$ cat src/logic/sxr_consts.vh
// constants for the synchronous transfer rate control block
`ifndef SXR_CONSTS_VH
`define SXR_CONSTS_VH

// ----------------------------------------
// register word offsets (byte addresses)
// ----------------------------------------
`define SXR_OFF_CTL3 8'h00
`define SXR_OFF_XFER 8'h04
`define SXR_OFF_TEST1 8'h08
`define SXR_OFF_TEST2 8'h0c
`define SXR_OFF_TEST3 8'h10
`define SXR_OFF_STAT 8'h14

// ----------------------------------------
// field positions
// ----------------------------------------
`define SXR_CTL3_F20 7
`define SXR_SCF_HI 6
`define SXR_SCF_LO 4
`define SXR_CCF_HI 2
`define SXR_CCF_LO 0
`define SXR_TP_HI 7
`define SXR_TP_LO 5
`define SXR_OFS_HI 4
`define SXR_OFS_LO 0
`define SXR_TEST3_NEG 7
`define SXR_TEST2_FILT 1
`define SXR_TEST1_DBL 3

// ----------------------------------------
// reset values
// ----------------------------------------
`define SXR_RST_CTL3 8'h00
`define SXR_RST_XFER 8'h00
`define SXR_RST_TEST 8'h00

// ----------------------------------------
// divider codes and timing
// ----------------------------------------
`define SXR_CODE_DIV4 3'h5
`define SXR_SYNC_MAX_MHZ 80
`define SXR_CLK_MHZ 100
`define SXR_RX_MIN_NS 50
`define SXR_RX_MIN_CYC ((`SXR_RX_MIN_NS * `SXR_CLK_MHZ + 999) / 1000)
`define SXR_RX_QUARTER 4

`endif

$ cat src/logic/sxr_divider.v
// programmable clock-enable divider driven by a three-bit factor code
`include "sxr_consts.vh"

module sxr_divider (
	input wire mclk_in,
	input wire rstn_in,
	input wire [2:0] code_in,
	output reg tick_out
);

	reg [3:0] cnt_reg;
	reg [3:0] cnt_next;
	wire [3:0] div_w;

	// ----------------------------------------
	// code to division ratio
	// ----------------------------------------
	function [3:0] ratio;
		input [2:0] code;
		begin
			case (code)
				3'h0: ratio = 4'h3;
				3'h1: ratio = 4'h1;
				3'h2: ratio = 4'h2; // 1.5 rounded up to whole cycles
				3'h3: ratio = 4'h2;
				3'h4: ratio = 4'h3;
				`SXR_CODE_DIV4: ratio = 4'h4;
				default: ratio = 4'h4;
			endcase
		end
	endfunction

	assign div_w = ratio(code_in);

	// count up and emit one tick per divided period
	always @* begin
		if (cnt_reg >= div_w - 4'h1)
			cnt_next = 4'h0;
		else
			cnt_next = cnt_reg + 4'h1;
	end

	always @(posedge mclk_in) begin
		if (!rstn_in) begin
			cnt_reg <= 4'h0;
			tick_out <= 1'b0;
		end else begin
			cnt_reg <= cnt_next;
			tick_out <= (cnt_next == 4'h0);
		end
	end

endmodule

$ cat src/logic/sxr_rate_ctl.v
// transfer rate control: clock factors, send period and receive overrun check
`include "sxr_consts.vh"

module sxr_rate_ctl (
	input wire mclk_in,
	input wire rstn_in,
	input wire wb_cyc_in,
	input wire wb_stb_in,
	input wire wb_we_in,
	input wire [7:0] wb_adr_in,
	input wire [3:0] wb_sel_in,
	input wire [31:0] wb_dat_in,
	output reg [31:0] wb_dat_out,
	output reg wb_ack_out,
	input wire script_we_in,
	input wire [7:0] script_dat_in,
	input wire phase_active_in,
	input wire rx_strobe_in,
	input wire tx_req_in,
	output reg tx_strobe_out,
	output reg rx_take_out,
	output reg async_tick_out,
	output reg sync_tick_out,
	output reg fast20_out,
	output reg negation_out,
	output reg doubler_out,
	output reg long_filter_out,
	output reg [4:0] offset_out,
	output reg [2:0] period_code_out
);

	reg [7:0] ctl3_reg;
	reg [7:0] xfer_reg;
	reg [7:0] test1_reg;
	reg [7:0] test2_reg;
	reg [7:0] test3_reg;
	reg [7:0] xfer_act_reg;
	reg [1:0] rx_sync_reg;
	reg [1:0] rx_edge_reg;
	reg phase_q_reg;
	reg [3:0] tx_cnt_reg;
	reg [3:0] tx_cnt_next;
	reg [7:0] rx_gap_reg;
	reg [7:0] rx_gap_next;
	reg err_reg;
	reg [31:0] rd_next;
	wire acc_w;
	wire wr_w;
	wire sync_tick_w;
	wire async_tick_w;
	wire rx_edge_w;
	wire [3:0] tp_w;
	wire [5:0] factor_w;
	wire [1:0] tick_w;
	wire [7:0] stat_w;
	wire rd_stat_w;
	genvar gi;

	// ----------------------------------------
	// constants
	// ----------------------------------------
	// edges spaced fewer sync ticks than this break the quarter-rate ceiling
	// integer copy first, so the threshold can be cut to the gap counter's width
	localparam integer RX_QUARTER = `SXR_RX_QUARTER;
	localparam [7:0] RX_GAP_MIN = RX_QUARTER[7:0] - 8'h01;

	// ----------------------------------------
	// address helper
	// ----------------------------------------
	// one compare shared by the write and status clear paths
	function hit;
		input [7:0] adr;
		input [7:0] off;
		begin
			hit = (adr == off);
		end
	endfunction

	// ----------------------------------------
	// bus access and decode
	// ----------------------------------------
	// a request is taken once; the ack cycle itself is never a second request
	assign acc_w = wb_cyc_in & wb_stb_in & ~wb_ack_out;
	// writes land on the ack edge, while the master still holds address and data
	assign wr_w = wb_cyc_in & wb_stb_in & wb_ack_out & wb_we_in & wb_sel_in[0];
	// status is cleared on the edge that captures it, so no overrun slips between
	assign rd_stat_w = acc_w & ~wb_we_in & hit(wb_adr_in, `SXR_OFF_STAT);

	// ack one cycle after the request, dropped the cycle after
	always @(posedge mclk_in) begin
		if (!rstn_in)
			wb_ack_out <= 1'b0;
		else
			wb_ack_out <= acc_w;
	end

	// ----------------------------------------
	// register file
	// ----------------------------------------
	// register writes; script loads win over the host on a collision
	always @(posedge mclk_in) begin
		if (!rstn_in) begin
			ctl3_reg <= `SXR_RST_CTL3;
			xfer_reg <= `SXR_RST_XFER;
			test1_reg <= `SXR_RST_TEST;
			test2_reg <= `SXR_RST_TEST;
			test3_reg <= `SXR_RST_TEST;
		end else begin
			if (wr_w && hit(wb_adr_in, `SXR_OFF_CTL3))
				ctl3_reg <= wb_dat_in[7:0];
			if (script_we_in)
				xfer_reg <= script_dat_in;
			else if (wr_w && hit(wb_adr_in, `SXR_OFF_XFER))
				xfer_reg <= wb_dat_in[7:0];
			if (wr_w && hit(wb_adr_in, `SXR_OFF_TEST1))
				test1_reg <= wb_dat_in[7:0];
			if (wr_w && hit(wb_adr_in, `SXR_OFF_TEST2))
				test2_reg <= wb_dat_in[7:0];
			if (wr_w && hit(wb_adr_in, `SXR_OFF_TEST3))
				test3_reg <= wb_dat_in[7:0];
		end
	end

	// ----------------------------------------
	// read path
	// ----------------------------------------
	// status: sticky overrun, live phase, active offset
	assign stat_w = {err_reg, phase_q_reg, 1'b0, xfer_act_reg[`SXR_OFS_HI:`SXR_OFS_LO]};

	// read mux; unmapped words read zero but still acknowledge
	always @* begin
		rd_next = 32'h0000_0000;
		case (wb_adr_in)
			`SXR_OFF_CTL3: rd_next[7:0] = ctl3_reg;
			`SXR_OFF_XFER: rd_next[7:0] = xfer_reg;
			`SXR_OFF_TEST1: rd_next[7:0] = test1_reg;
			`SXR_OFF_TEST2: rd_next[7:0] = test2_reg;
			`SXR_OFF_TEST3: rd_next[7:0] = test3_reg;
			`SXR_OFF_STAT: rd_next[7:0] = stat_w;
			default: rd_next = 32'h0000_0000;
		endcase
	end

	// read data stands from the ack cycle until the next read
	always @(posedge mclk_in) begin
		if (!rstn_in)
			wb_dat_out <= 32'h0000_0000;
		else if (acc_w && !wb_we_in)
			wb_dat_out <= rd_next;
	end

	// ----------------------------------------
	// clock dividers
	// ----------------------------------------
	// slot 1 feeds the synchronous logic, slot 0 the asynchronous logic
	assign factor_w[5:3] = ctl3_reg[`SXR_SCF_HI:`SXR_SCF_LO];
	assign factor_w[2:0] = ctl3_reg[`SXR_CCF_HI:`SXR_CCF_LO];

	// the two dividers run free and are not phase aligned to each other
	generate
		for (gi = 0; gi < 2; gi = gi + 1) begin : g_div
			sxr_divider u_div (
				.mclk_in(mclk_in),
				.rstn_in(rstn_in),
				.code_in(factor_w[gi * 3 +: 3]),
				.tick_out(tick_w[gi])
			);
		end
	endgenerate

	assign sync_tick_w = tick_w[1];
	assign async_tick_w = tick_w[0];

	// ----------------------------------------
	// active setup latched per data phase
	// ----------------------------------------
	// period and offset only move while no phase runs, so a transfer never changes pace
	always @(posedge mclk_in) begin
		if (!rstn_in) begin
			xfer_act_reg <= `SXR_RST_XFER;
			phase_q_reg <= 1'b0;
		end else begin
			phase_q_reg <= phase_active_in;
			if (!phase_active_in)
				xfer_act_reg <= xfer_reg;
		end
	end

	// ----------------------------------------
	// send pacing
	// ----------------------------------------
	// period in sync ticks is code plus four, fastest four ticks
	assign tp_w = {1'b0, xfer_act_reg[`SXR_TP_HI:`SXR_TP_LO]} + 4'h4;

	// reload only on a tick with the counter empty, so one strobe opens each period
	// a request raised mid-period waits for the counter; there is no early strobe
	always @* begin
		tx_cnt_next = tx_cnt_reg;
		if (sync_tick_w) begin
			if (tx_cnt_reg != 4'h0)
				tx_cnt_next = tx_cnt_reg - 4'h1;
			else if (tx_req_in && phase_active_in)
				tx_cnt_next = tp_w - 4'h1;
		end
	end

	// the strobe leaves on the tick that found the counter empty
	always @(posedge mclk_in) begin
		if (!rstn_in) begin
			tx_cnt_reg <= 4'h0;
			tx_strobe_out <= 1'b0;
		end else begin
			tx_cnt_reg <= tx_cnt_next;
			tx_strobe_out <= sync_tick_w & (tx_cnt_reg == 4'h0) & tx_req_in
				& phase_active_in;
		end
	end

	// ----------------------------------------
	// receive capture
	// ----------------------------------------
	// strobe pin passes two flops before any logic looks at it
	always @(posedge mclk_in) begin
		if (!rstn_in) begin
			rx_sync_reg <= 2'b00;
			rx_edge_reg <= 2'b00;
		end else begin
			rx_sync_reg <= {rx_sync_reg[0], rx_strobe_in};
			rx_edge_reg <= {rx_edge_reg[0], rx_sync_reg[1]};
		end
	end

	// rising edge of the synchronised strobe; reset level matches the idle pin
	assign rx_edge_w = rx_edge_reg[0] & ~rx_edge_reg[1];

	// gap counts sync ticks; taking at four-tick spacing is the receive ceiling
	always @* begin
		rx_gap_next = rx_gap_reg;
		if (rx_edge_w)
			rx_gap_next = 8'h00;
		else if (sync_tick_w && rx_gap_reg != 8'hff)
			rx_gap_next = rx_gap_reg + 8'h01;
	end

	// receive path ignores the send code entirely
	always @(posedge mclk_in) begin
		if (!rstn_in) begin
			rx_gap_reg <= 8'hff;
			rx_take_out <= 1'b0;
			err_reg <= 1'b0;
		end else begin
			rx_gap_reg <= rx_gap_next;
			rx_take_out <= rx_edge_w;
			// sticky overrun: a new one wins over a status read in the same cycle
			if (rx_edge_w && rx_gap_reg < RX_GAP_MIN)
				err_reg <= 1'b1;
			else if (rd_stat_w)
				err_reg <= 1'b0;
		end
	end

	// ----------------------------------------
	// registered mode outputs
	// ----------------------------------------
	// mode bits go straight to pins; keeping them consistent is left to software
	// offset and period show the active copy, not the value software last wrote
	always @(posedge mclk_in) begin
		if (!rstn_in) begin
			async_tick_out <= 1'b0;
			sync_tick_out <= 1'b0;
			fast20_out <= 1'b0;
			negation_out <= 1'b0;
			doubler_out <= 1'b0;
			long_filter_out <= 1'b0;
			offset_out <= 5'h00;
			period_code_out <= 3'h0;
		end else begin
			async_tick_out <= async_tick_w;
			sync_tick_out <= sync_tick_w;
			fast20_out <= ctl3_reg[`SXR_CTL3_F20];
			negation_out <= test3_reg[`SXR_TEST3_NEG];
			doubler_out <= test1_reg[`SXR_TEST1_DBL];
			long_filter_out <= test2_reg[`SXR_TEST2_FILT];
			offset_out <= xfer_act_reg[`SXR_OFS_HI:`SXR_OFS_LO];
			period_code_out <= xfer_act_reg[`SXR_TP_HI:`SXR_TP_LO];
		end
	end

endmodule

$ cat config.mk
export PLATFORM = sky130hd
export DESIGN_NAME = sxr_rate_ctl
export DESIGN_NICKNAME = d
export VERILOG_FILES = /design/src/logic/sxr_divider.v /design/src/logic/sxr_rate_ctl.v
export VERILOG_INCLUDE_DIRS = /design/src /design/src/logic
export SDC_FILE = /design/constraint.sdc
export NUM_CORES = 1
export LEC_CHECK = 0
export BUFFER_PORTS_ARGS = -buffer_cell sky130_fd_sc_hd__buf_2
export CAP_MARGIN = 25
export CORE_ASPECT_RATIO = 0.8
export CORE_MARGIN = 4
export CORE_UTILIZATION = 40
export CTS_BUF_LIST = sky130_fd_sc_hd__clkbuf_4 sky130_fd_sc_hd__clkbuf_8
export DETAILED_ROUTE_END_ITERATION = 12
export SLEW_MARGIN = 20
export SYNTH_ARGS = -nofsm -noshare
export SYNTH_HDL_FRONTEND = slang
export SYNTH_SLANG_ARGS = --single-unit
$ cat constraint.sdc
create_clock -name mclk_in -period 2.66 [get_ports mclk_in]
set_clock_uncertainty 0.05 [all_clocks]
set_input_delay 0.266 -clock mclk_in [delete_from_list [all_inputs] [get_ports mclk_in]]
set_output_delay 0.266 -clock mclk_in [all_outputs]
set_load 0.02 [all_outputs]
Yosys cells after proc, flatten, opt, wreduce, memory -nomap -nowiden
Index checks and enable logic that the tools add are counted.

Bits of input ports: 61. Logic and storage cells: 106. Output and inout bits: 49. Bits in registers: 101.

Equality and inequality tests: 14. $lt $le $gt $ge: 3. Multiplexer cells: 13. Bitwise operators: 14. Reduce and logical (&&, ||, !) cells: 26. Add/subtract/negate cells: 8.

Operator list (count): 8-bit case mux with 6 select lines (1); 8-bit 2-to-1 mux (4); 3-bit case mux with 3 select lines (2); 8-bit by 4-bit == test with 1-bit output (second input constant) (2); 8-bit by 5-bit == test with 1-bit output (second input constant) (2); 4-bit 2-to-1 mux (4); 3-bit by 2-bit == test with 1-bit output (second input constant) (4); 4-bit zero test (3); 1-bit bitwise AND (11); 1-bit logical AND (9); 4-bit by 1-bit adder with 4-bit output (second input constant) (2); 8-bit by 1-bit adder with 8-bit output (second input constant) (1); 8-bit by 3-bit == test with 1-bit output (second input constant) (1); 4-bit >= comparator (2); 8-bit zero test (1); 8-bit by 2-bit < comparator with 1-bit output (second input constant) (1); 8-bit != test (second input constant) (1); 2-bit nonzero test (4); 2-bit OR reduction (4); 3-bit by 1-bit subtractor with 4-bit output (second input constant) (2); 4-bit by 1-bit subtractor with 4-bit output (second input constant) (2); 3-bit by 1-bit == test with 1-bit output (second input constant) (2); 3-bit == test (second input constant) (2); 3-bit zero test (2); other kinds (6) (9).

Longest topological paths before layout
Word-level depth: 7. Gate-level depth with buffers: 6.

Cells and area by module
From an unflattened synthesis, not the netlist that was laid out.

Cells, all modules: 516. Area total of the unflattened synthesis: 4817.1 um2.

Modules (own cells, without submodules): sxr_rate_ctl (area each 4361.7 um2, cells an instance 468, times used 1); sxr_divider (area each 227.7 um2, cells an instance 24, times used 2).

Worst setup path after synthesis
Ideal clock, no wire load.

Path type: reg-to-reg. From: register tx_cnt_reg[0]. To: register tx_cnt_reg[0]. Stages on the path, launching flop included: 7. Setup slack: 879 ps. Data arrival time: 1612 ps. Period minus slack after synthesis: 1781 ps. Library setup time: 119 ps. Cell sequence: dfxtp_1 -> inv_1 -> ha_1 -> or3b_2 -> o21ai_1 -> a21oi_1 -> o221a_2.

Word-level cells in the longest chain between the ends: 3. Elaborated cells on any way between the ends: 5.

RTL lines: start: declaration (RTL line sxr_rate_ctl.v:41) `reg [3:0] tx_cnt_reg;`; start signal: assignment (RTL line sxr_rate_ctl.v:213) `tx_cnt_reg <= tx_cnt_next;`; branches (longest 3 deep; another with 4-bit by 1-bit subtractor with 4-bit output).

Several ways; the timed one is not identified. A chain may end at the register's enable or synchronous reset.

Final worst setup path
From: register ctl3_reg[0]. To: register g_div[0].u_div.tick_out.

Word-level cells in the longest chain between the ends: 7. Elaborated cells on any way between the ends: 12.

RTL lines: start: declaration (RTL line sxr_rate_ctl.v:32) `reg [7:0] ctl3_reg;`; start signal: assignment (RTL line sxr_rate_ctl.v:103) `` ctl3_reg <= `SXR_RST_CTL3; ``; start signal: assignment (RTL line sxr_rate_ctl.v:110) `ctl3_reg <= wb_dat_in[7:0];`; 3-bit == test (tied with other cells) (RTL line sxr_divider.v:21) `case (code)`; 2-bit OR reduction (no line); 3-bit case mux with 3 select lines (*) (RTL line sxr_divider.v:21); 3-bit by 1-bit subtractor with 4-bit output (*) (RTL line sxr_divider.v:37) `if (cnt_reg >= div_w - 4'h1)`; 4-bit >= comparator (*) (RTL line sxr_divider.v:37); 4-bit 2-to-1 mux (*) (RTL line sxr_divider.v:37); 4-bit zero test (*) (RTL line sxr_divider.v:49) `tick_out <= (cnt_next == 4'h0);`; end signal: assignment (RTL line sxr_divider.v:49); end: declaration (RTL line sxr_divider.v:8) `output reg tick_out`.

Every way passes the cells marked *; elsewhere a longest branch is shown, timed or not.

==> impl_metrics.json <==
{
  "fmaxAchievable_ghz": 0.471,
  "setup-tns-final_ps": 0,
  "finalCriticalPeriod_ps": 2120,
  "cts_sinks": 101,
  "grt.total_usage_pct": 15.9,
  "p_sw_share_pct": 27.1,
  "critical-path-slowest-cell": "a2111oi_0",
  "avgViaCountPerCell": 5.12,
  "finish.net_count": 606,
  "drc": 0,
  "most-common-layout-cells": "101 x dfxtp_1, 58 x buf_2, 50 x mux2i_1",
  "ant_nets": 0,
  "critPathMaxFanout": 4,
  "clk_path_buf_depth": 2,
  "first_pass_iters": 4,
  "die_y_um": 104,
  "total_internal_power_mw": 2.09,
  "finalSetupViolCount": 0,
  "cp-end-kind": "flop",
  "critPathKind": "reg2reg",
  "clk_latency_ps": 360,
  "placeableCoreArea_um2": 11100,
  "synth-main-ff-cell": "dfxtp_1",
  "power_leakage_nw": 2.12,
  "initial_core_util_pct": 41.8,
  "vdd_ir_drop_max_v": 0.000246,
  "routed_wirelength_mm": 10.6,
  "syn_area_cell_um2": 9.62,
  "clk_pin_slew_worst_paths_ps": 90,
  "sequential_share_of_the_synthesized_area_pct": 43.6,
  "vias_in_the_first_global_route": 3383,
  "detail_route.wl_per_cell_um": 15.6,
  "globalRoute.totalOverflow": 0,
  "asyncSetResetFlopFracSynth_pct": 0,
  "max_cap_viol_count": 0,
  "diodes": 0,
  "netlist-cell-type-count": 58,
  "synth_area_um2": 4640,
  "critical_path_required_ps": 2810,
  "post-route-period-util_pct": 79.8,
  "grt_setup_unrepaired": "no",
  "crit_chain": "a21o_1 -> ha_1 -> nand2b_1 -> a2111oi_0 -> a21boi_0",
  "run_status": "complete, no violations",
  "h_tree_level_count": 3,
  "ctsRootBufferMaster": "clkbuf_8",
  "std_cell_rows": 34,
  "ratio_of_cells_with_drive_above_1_in_the_final_layout_pct": 18.4,
  "place.detailed.hpwl_mm": 7.90,
  "final_hold_viol_count": 0,
  "critical_path.max_stage_delay_ps": 770,
  "final-max-slew-violation-count": 0,
  "post-route-util_pct": 46.3,
  "number_of_placed_i_o_pins": 110,
  "setup.worst_path.start_class": "flop",
  "cts-buffers-inserted": 9,
  "relSlewSlack_pct": 41.0,
  "cts-hold-fix-buffers": 0,
  "power_switching_mw": 0.774,
  "cts_resized": 0,
  "port_buffers": 58,
  "power_per_cell_area_nw_per_um2": 556,
  "synth-seq-cells": 101,
  "floorplan.die.width_um": 128,
  "dieArea_um2": 13400,
  "first_iter_violations": 184,
  "place.gp.congestion": 0.807,
  "cp_data_arrival_time_ps": 2270,
  "comb_power_share_pct": 13.5,
  "clock_power_share_pct": 29.5,
  "syn-instance-count": 482,
  "detailroute.via_count": 3495,
  "cts_setup_buffers": 0,
  "antenna_found_initial": 0,
  "layout_stage_area_growth_over_the_synthesis_result_pct": 11.0,
  "clock_tree_from_tritoncts": "built",
  "grt_max_degree": 41,
  "synth-warning-count": 0,
  "filler_cell_count": 1049,
  "power.sequential.fraction_pct": 57.0,
  "worst_hold_path_type": "in2reg",
  "grt_first_pass_wirelength_mm": 17.0,
  "final_common_cell": "dfxtp_1",
  "edff_count_synth": 0,
  "tightest_slew_ps": 862
}
==> Yosys cell counts (3+ instances only) <==
cell,number,area (um^2)
dfxtp_1,101,2020
mux2i_1,50,500
nand2_1,47,176
o21ai_0,29,145
buf_4,25,188
and2_1,19,119
nor2_1,18,67.6
clkbuf_1,17,63.8
nand3_1,13,65.1
nor2b_1,11,68.8
a21oi_1,10,50.1
inv_1,10,37.5
nor3_1,10,50.1
a31oi_1,9,56.3
ha_1,9,113
o31ai_1,9,67.6
and3_1,7,43.8
nand4bb_1,6,67.6
nor4_1,6,37.5
mux2_2,5,56.3
nand2b_1,5,31.3
a21boi_0,4,30.0
buf_2,4,20.0
a211o_1,3,26.3
a211oi_1,3,22.5
a32oi_1,3,26.3
mux4_2,3,67.6
nand3b_1,3,22.5
nand4_1,3,18.8
nor2_2,3,18.8
xnor2_1,3,26.3
==> final cells by class <==
class,count,area (um^2),area share (%)
clock buffer,11,145,2.82
sequential,101,2020,39.3
multi-input combinational,348,2380,46.3
timing repair buffer,66,363,7.05
tap,144,180,3.50
inverter,10,37.5,0.730
clock inverter,2,12.5,0.243
==> metal layers <==
metal	part of all wire, %	vias up	track usage (%)
li1	-	1779	-
met1	49	1639	21.5
met2	45	59	24.5
met3	4.3	18	4.41
met4	2.1	0	5.38
met5	0	-	0
==> path summary, 6_finish.rpt <==
check                                        startpoint                      end  slack [ps]  cells past startpoint
worst max-delay path                        ctl3_reg[0]  g_div[0].u_div.tick_out         540                      5
worst min-delay path                       rx_strobe_in           rx_sync_reg[0]          70                      2
worst max register to register              ctl3_reg[0]  g_div[0].u_div.tick_out         540                      5
worst min register to register  g_div[0].u_div.tick_out           async_tick_out         390                      1
==> per-stage QoR <==
step	setup WS, ps	area (um^2)	power (mW)	hold WS (ps)	std cells
3_5_place_dp	599	4990	2.05	367	669
5_1_grt	393	5140	3.01	51.2	682
3_3_place_gp	645	4990	2.04	364	669
6_report	537	5140	2.86	71.9	682
2_1_floorplan	879	4730	1.96	343	507
4_1_cts	594	5140	2.90	54.1	682
==> power groups by stage <==
stage	Combinational, mW	Sequential [mW]	Clock (mW)
2_1_floorplan	0.303	1.66	0
3_3_place_gp	0.378	1.66	0
3_5_place_dp	0.385	1.66	0
4_1_cts	0.388	1.63	0.886
5_1_grt	0.430	1.64	0.943
6_report	0.388	1.63	0.844
==> cell families (layout without fill, tap and decap cells) <==
| family | Yosys count | count (layout) | share of synthesized area [%] |
|---|---|---|---|
| flip-flops | 101 | 101 | 43.6 |
| AO/OA/AOI/OAI | 83 | 83 | 11.7 |
| AND/OR/NAND/NOR | 168 | 168 | 21.0 |
| other | 1 | 26 | 0.0809 |
| multiplexers | 58 | 58 | 13.5 |
| XOR/XNOR | 4 | 4 | 0.756 |
| buffers and inverters | 58 | 89 | 6.99 |
| adder cells (fa/ha/maj) | 9 | 9 | 2.43 |
==> critical path, delay by kind of cell, from the launching register on <==
kind / cells / cell delay, ps
AOI/OAI and AO/OA: 3 / 1160
DFF: 1 / 360
adders and majority gates: 1 / 260
and+or+nand+nor: 1 / 130
Note: power is estimated with default switching activity, not from simulation.
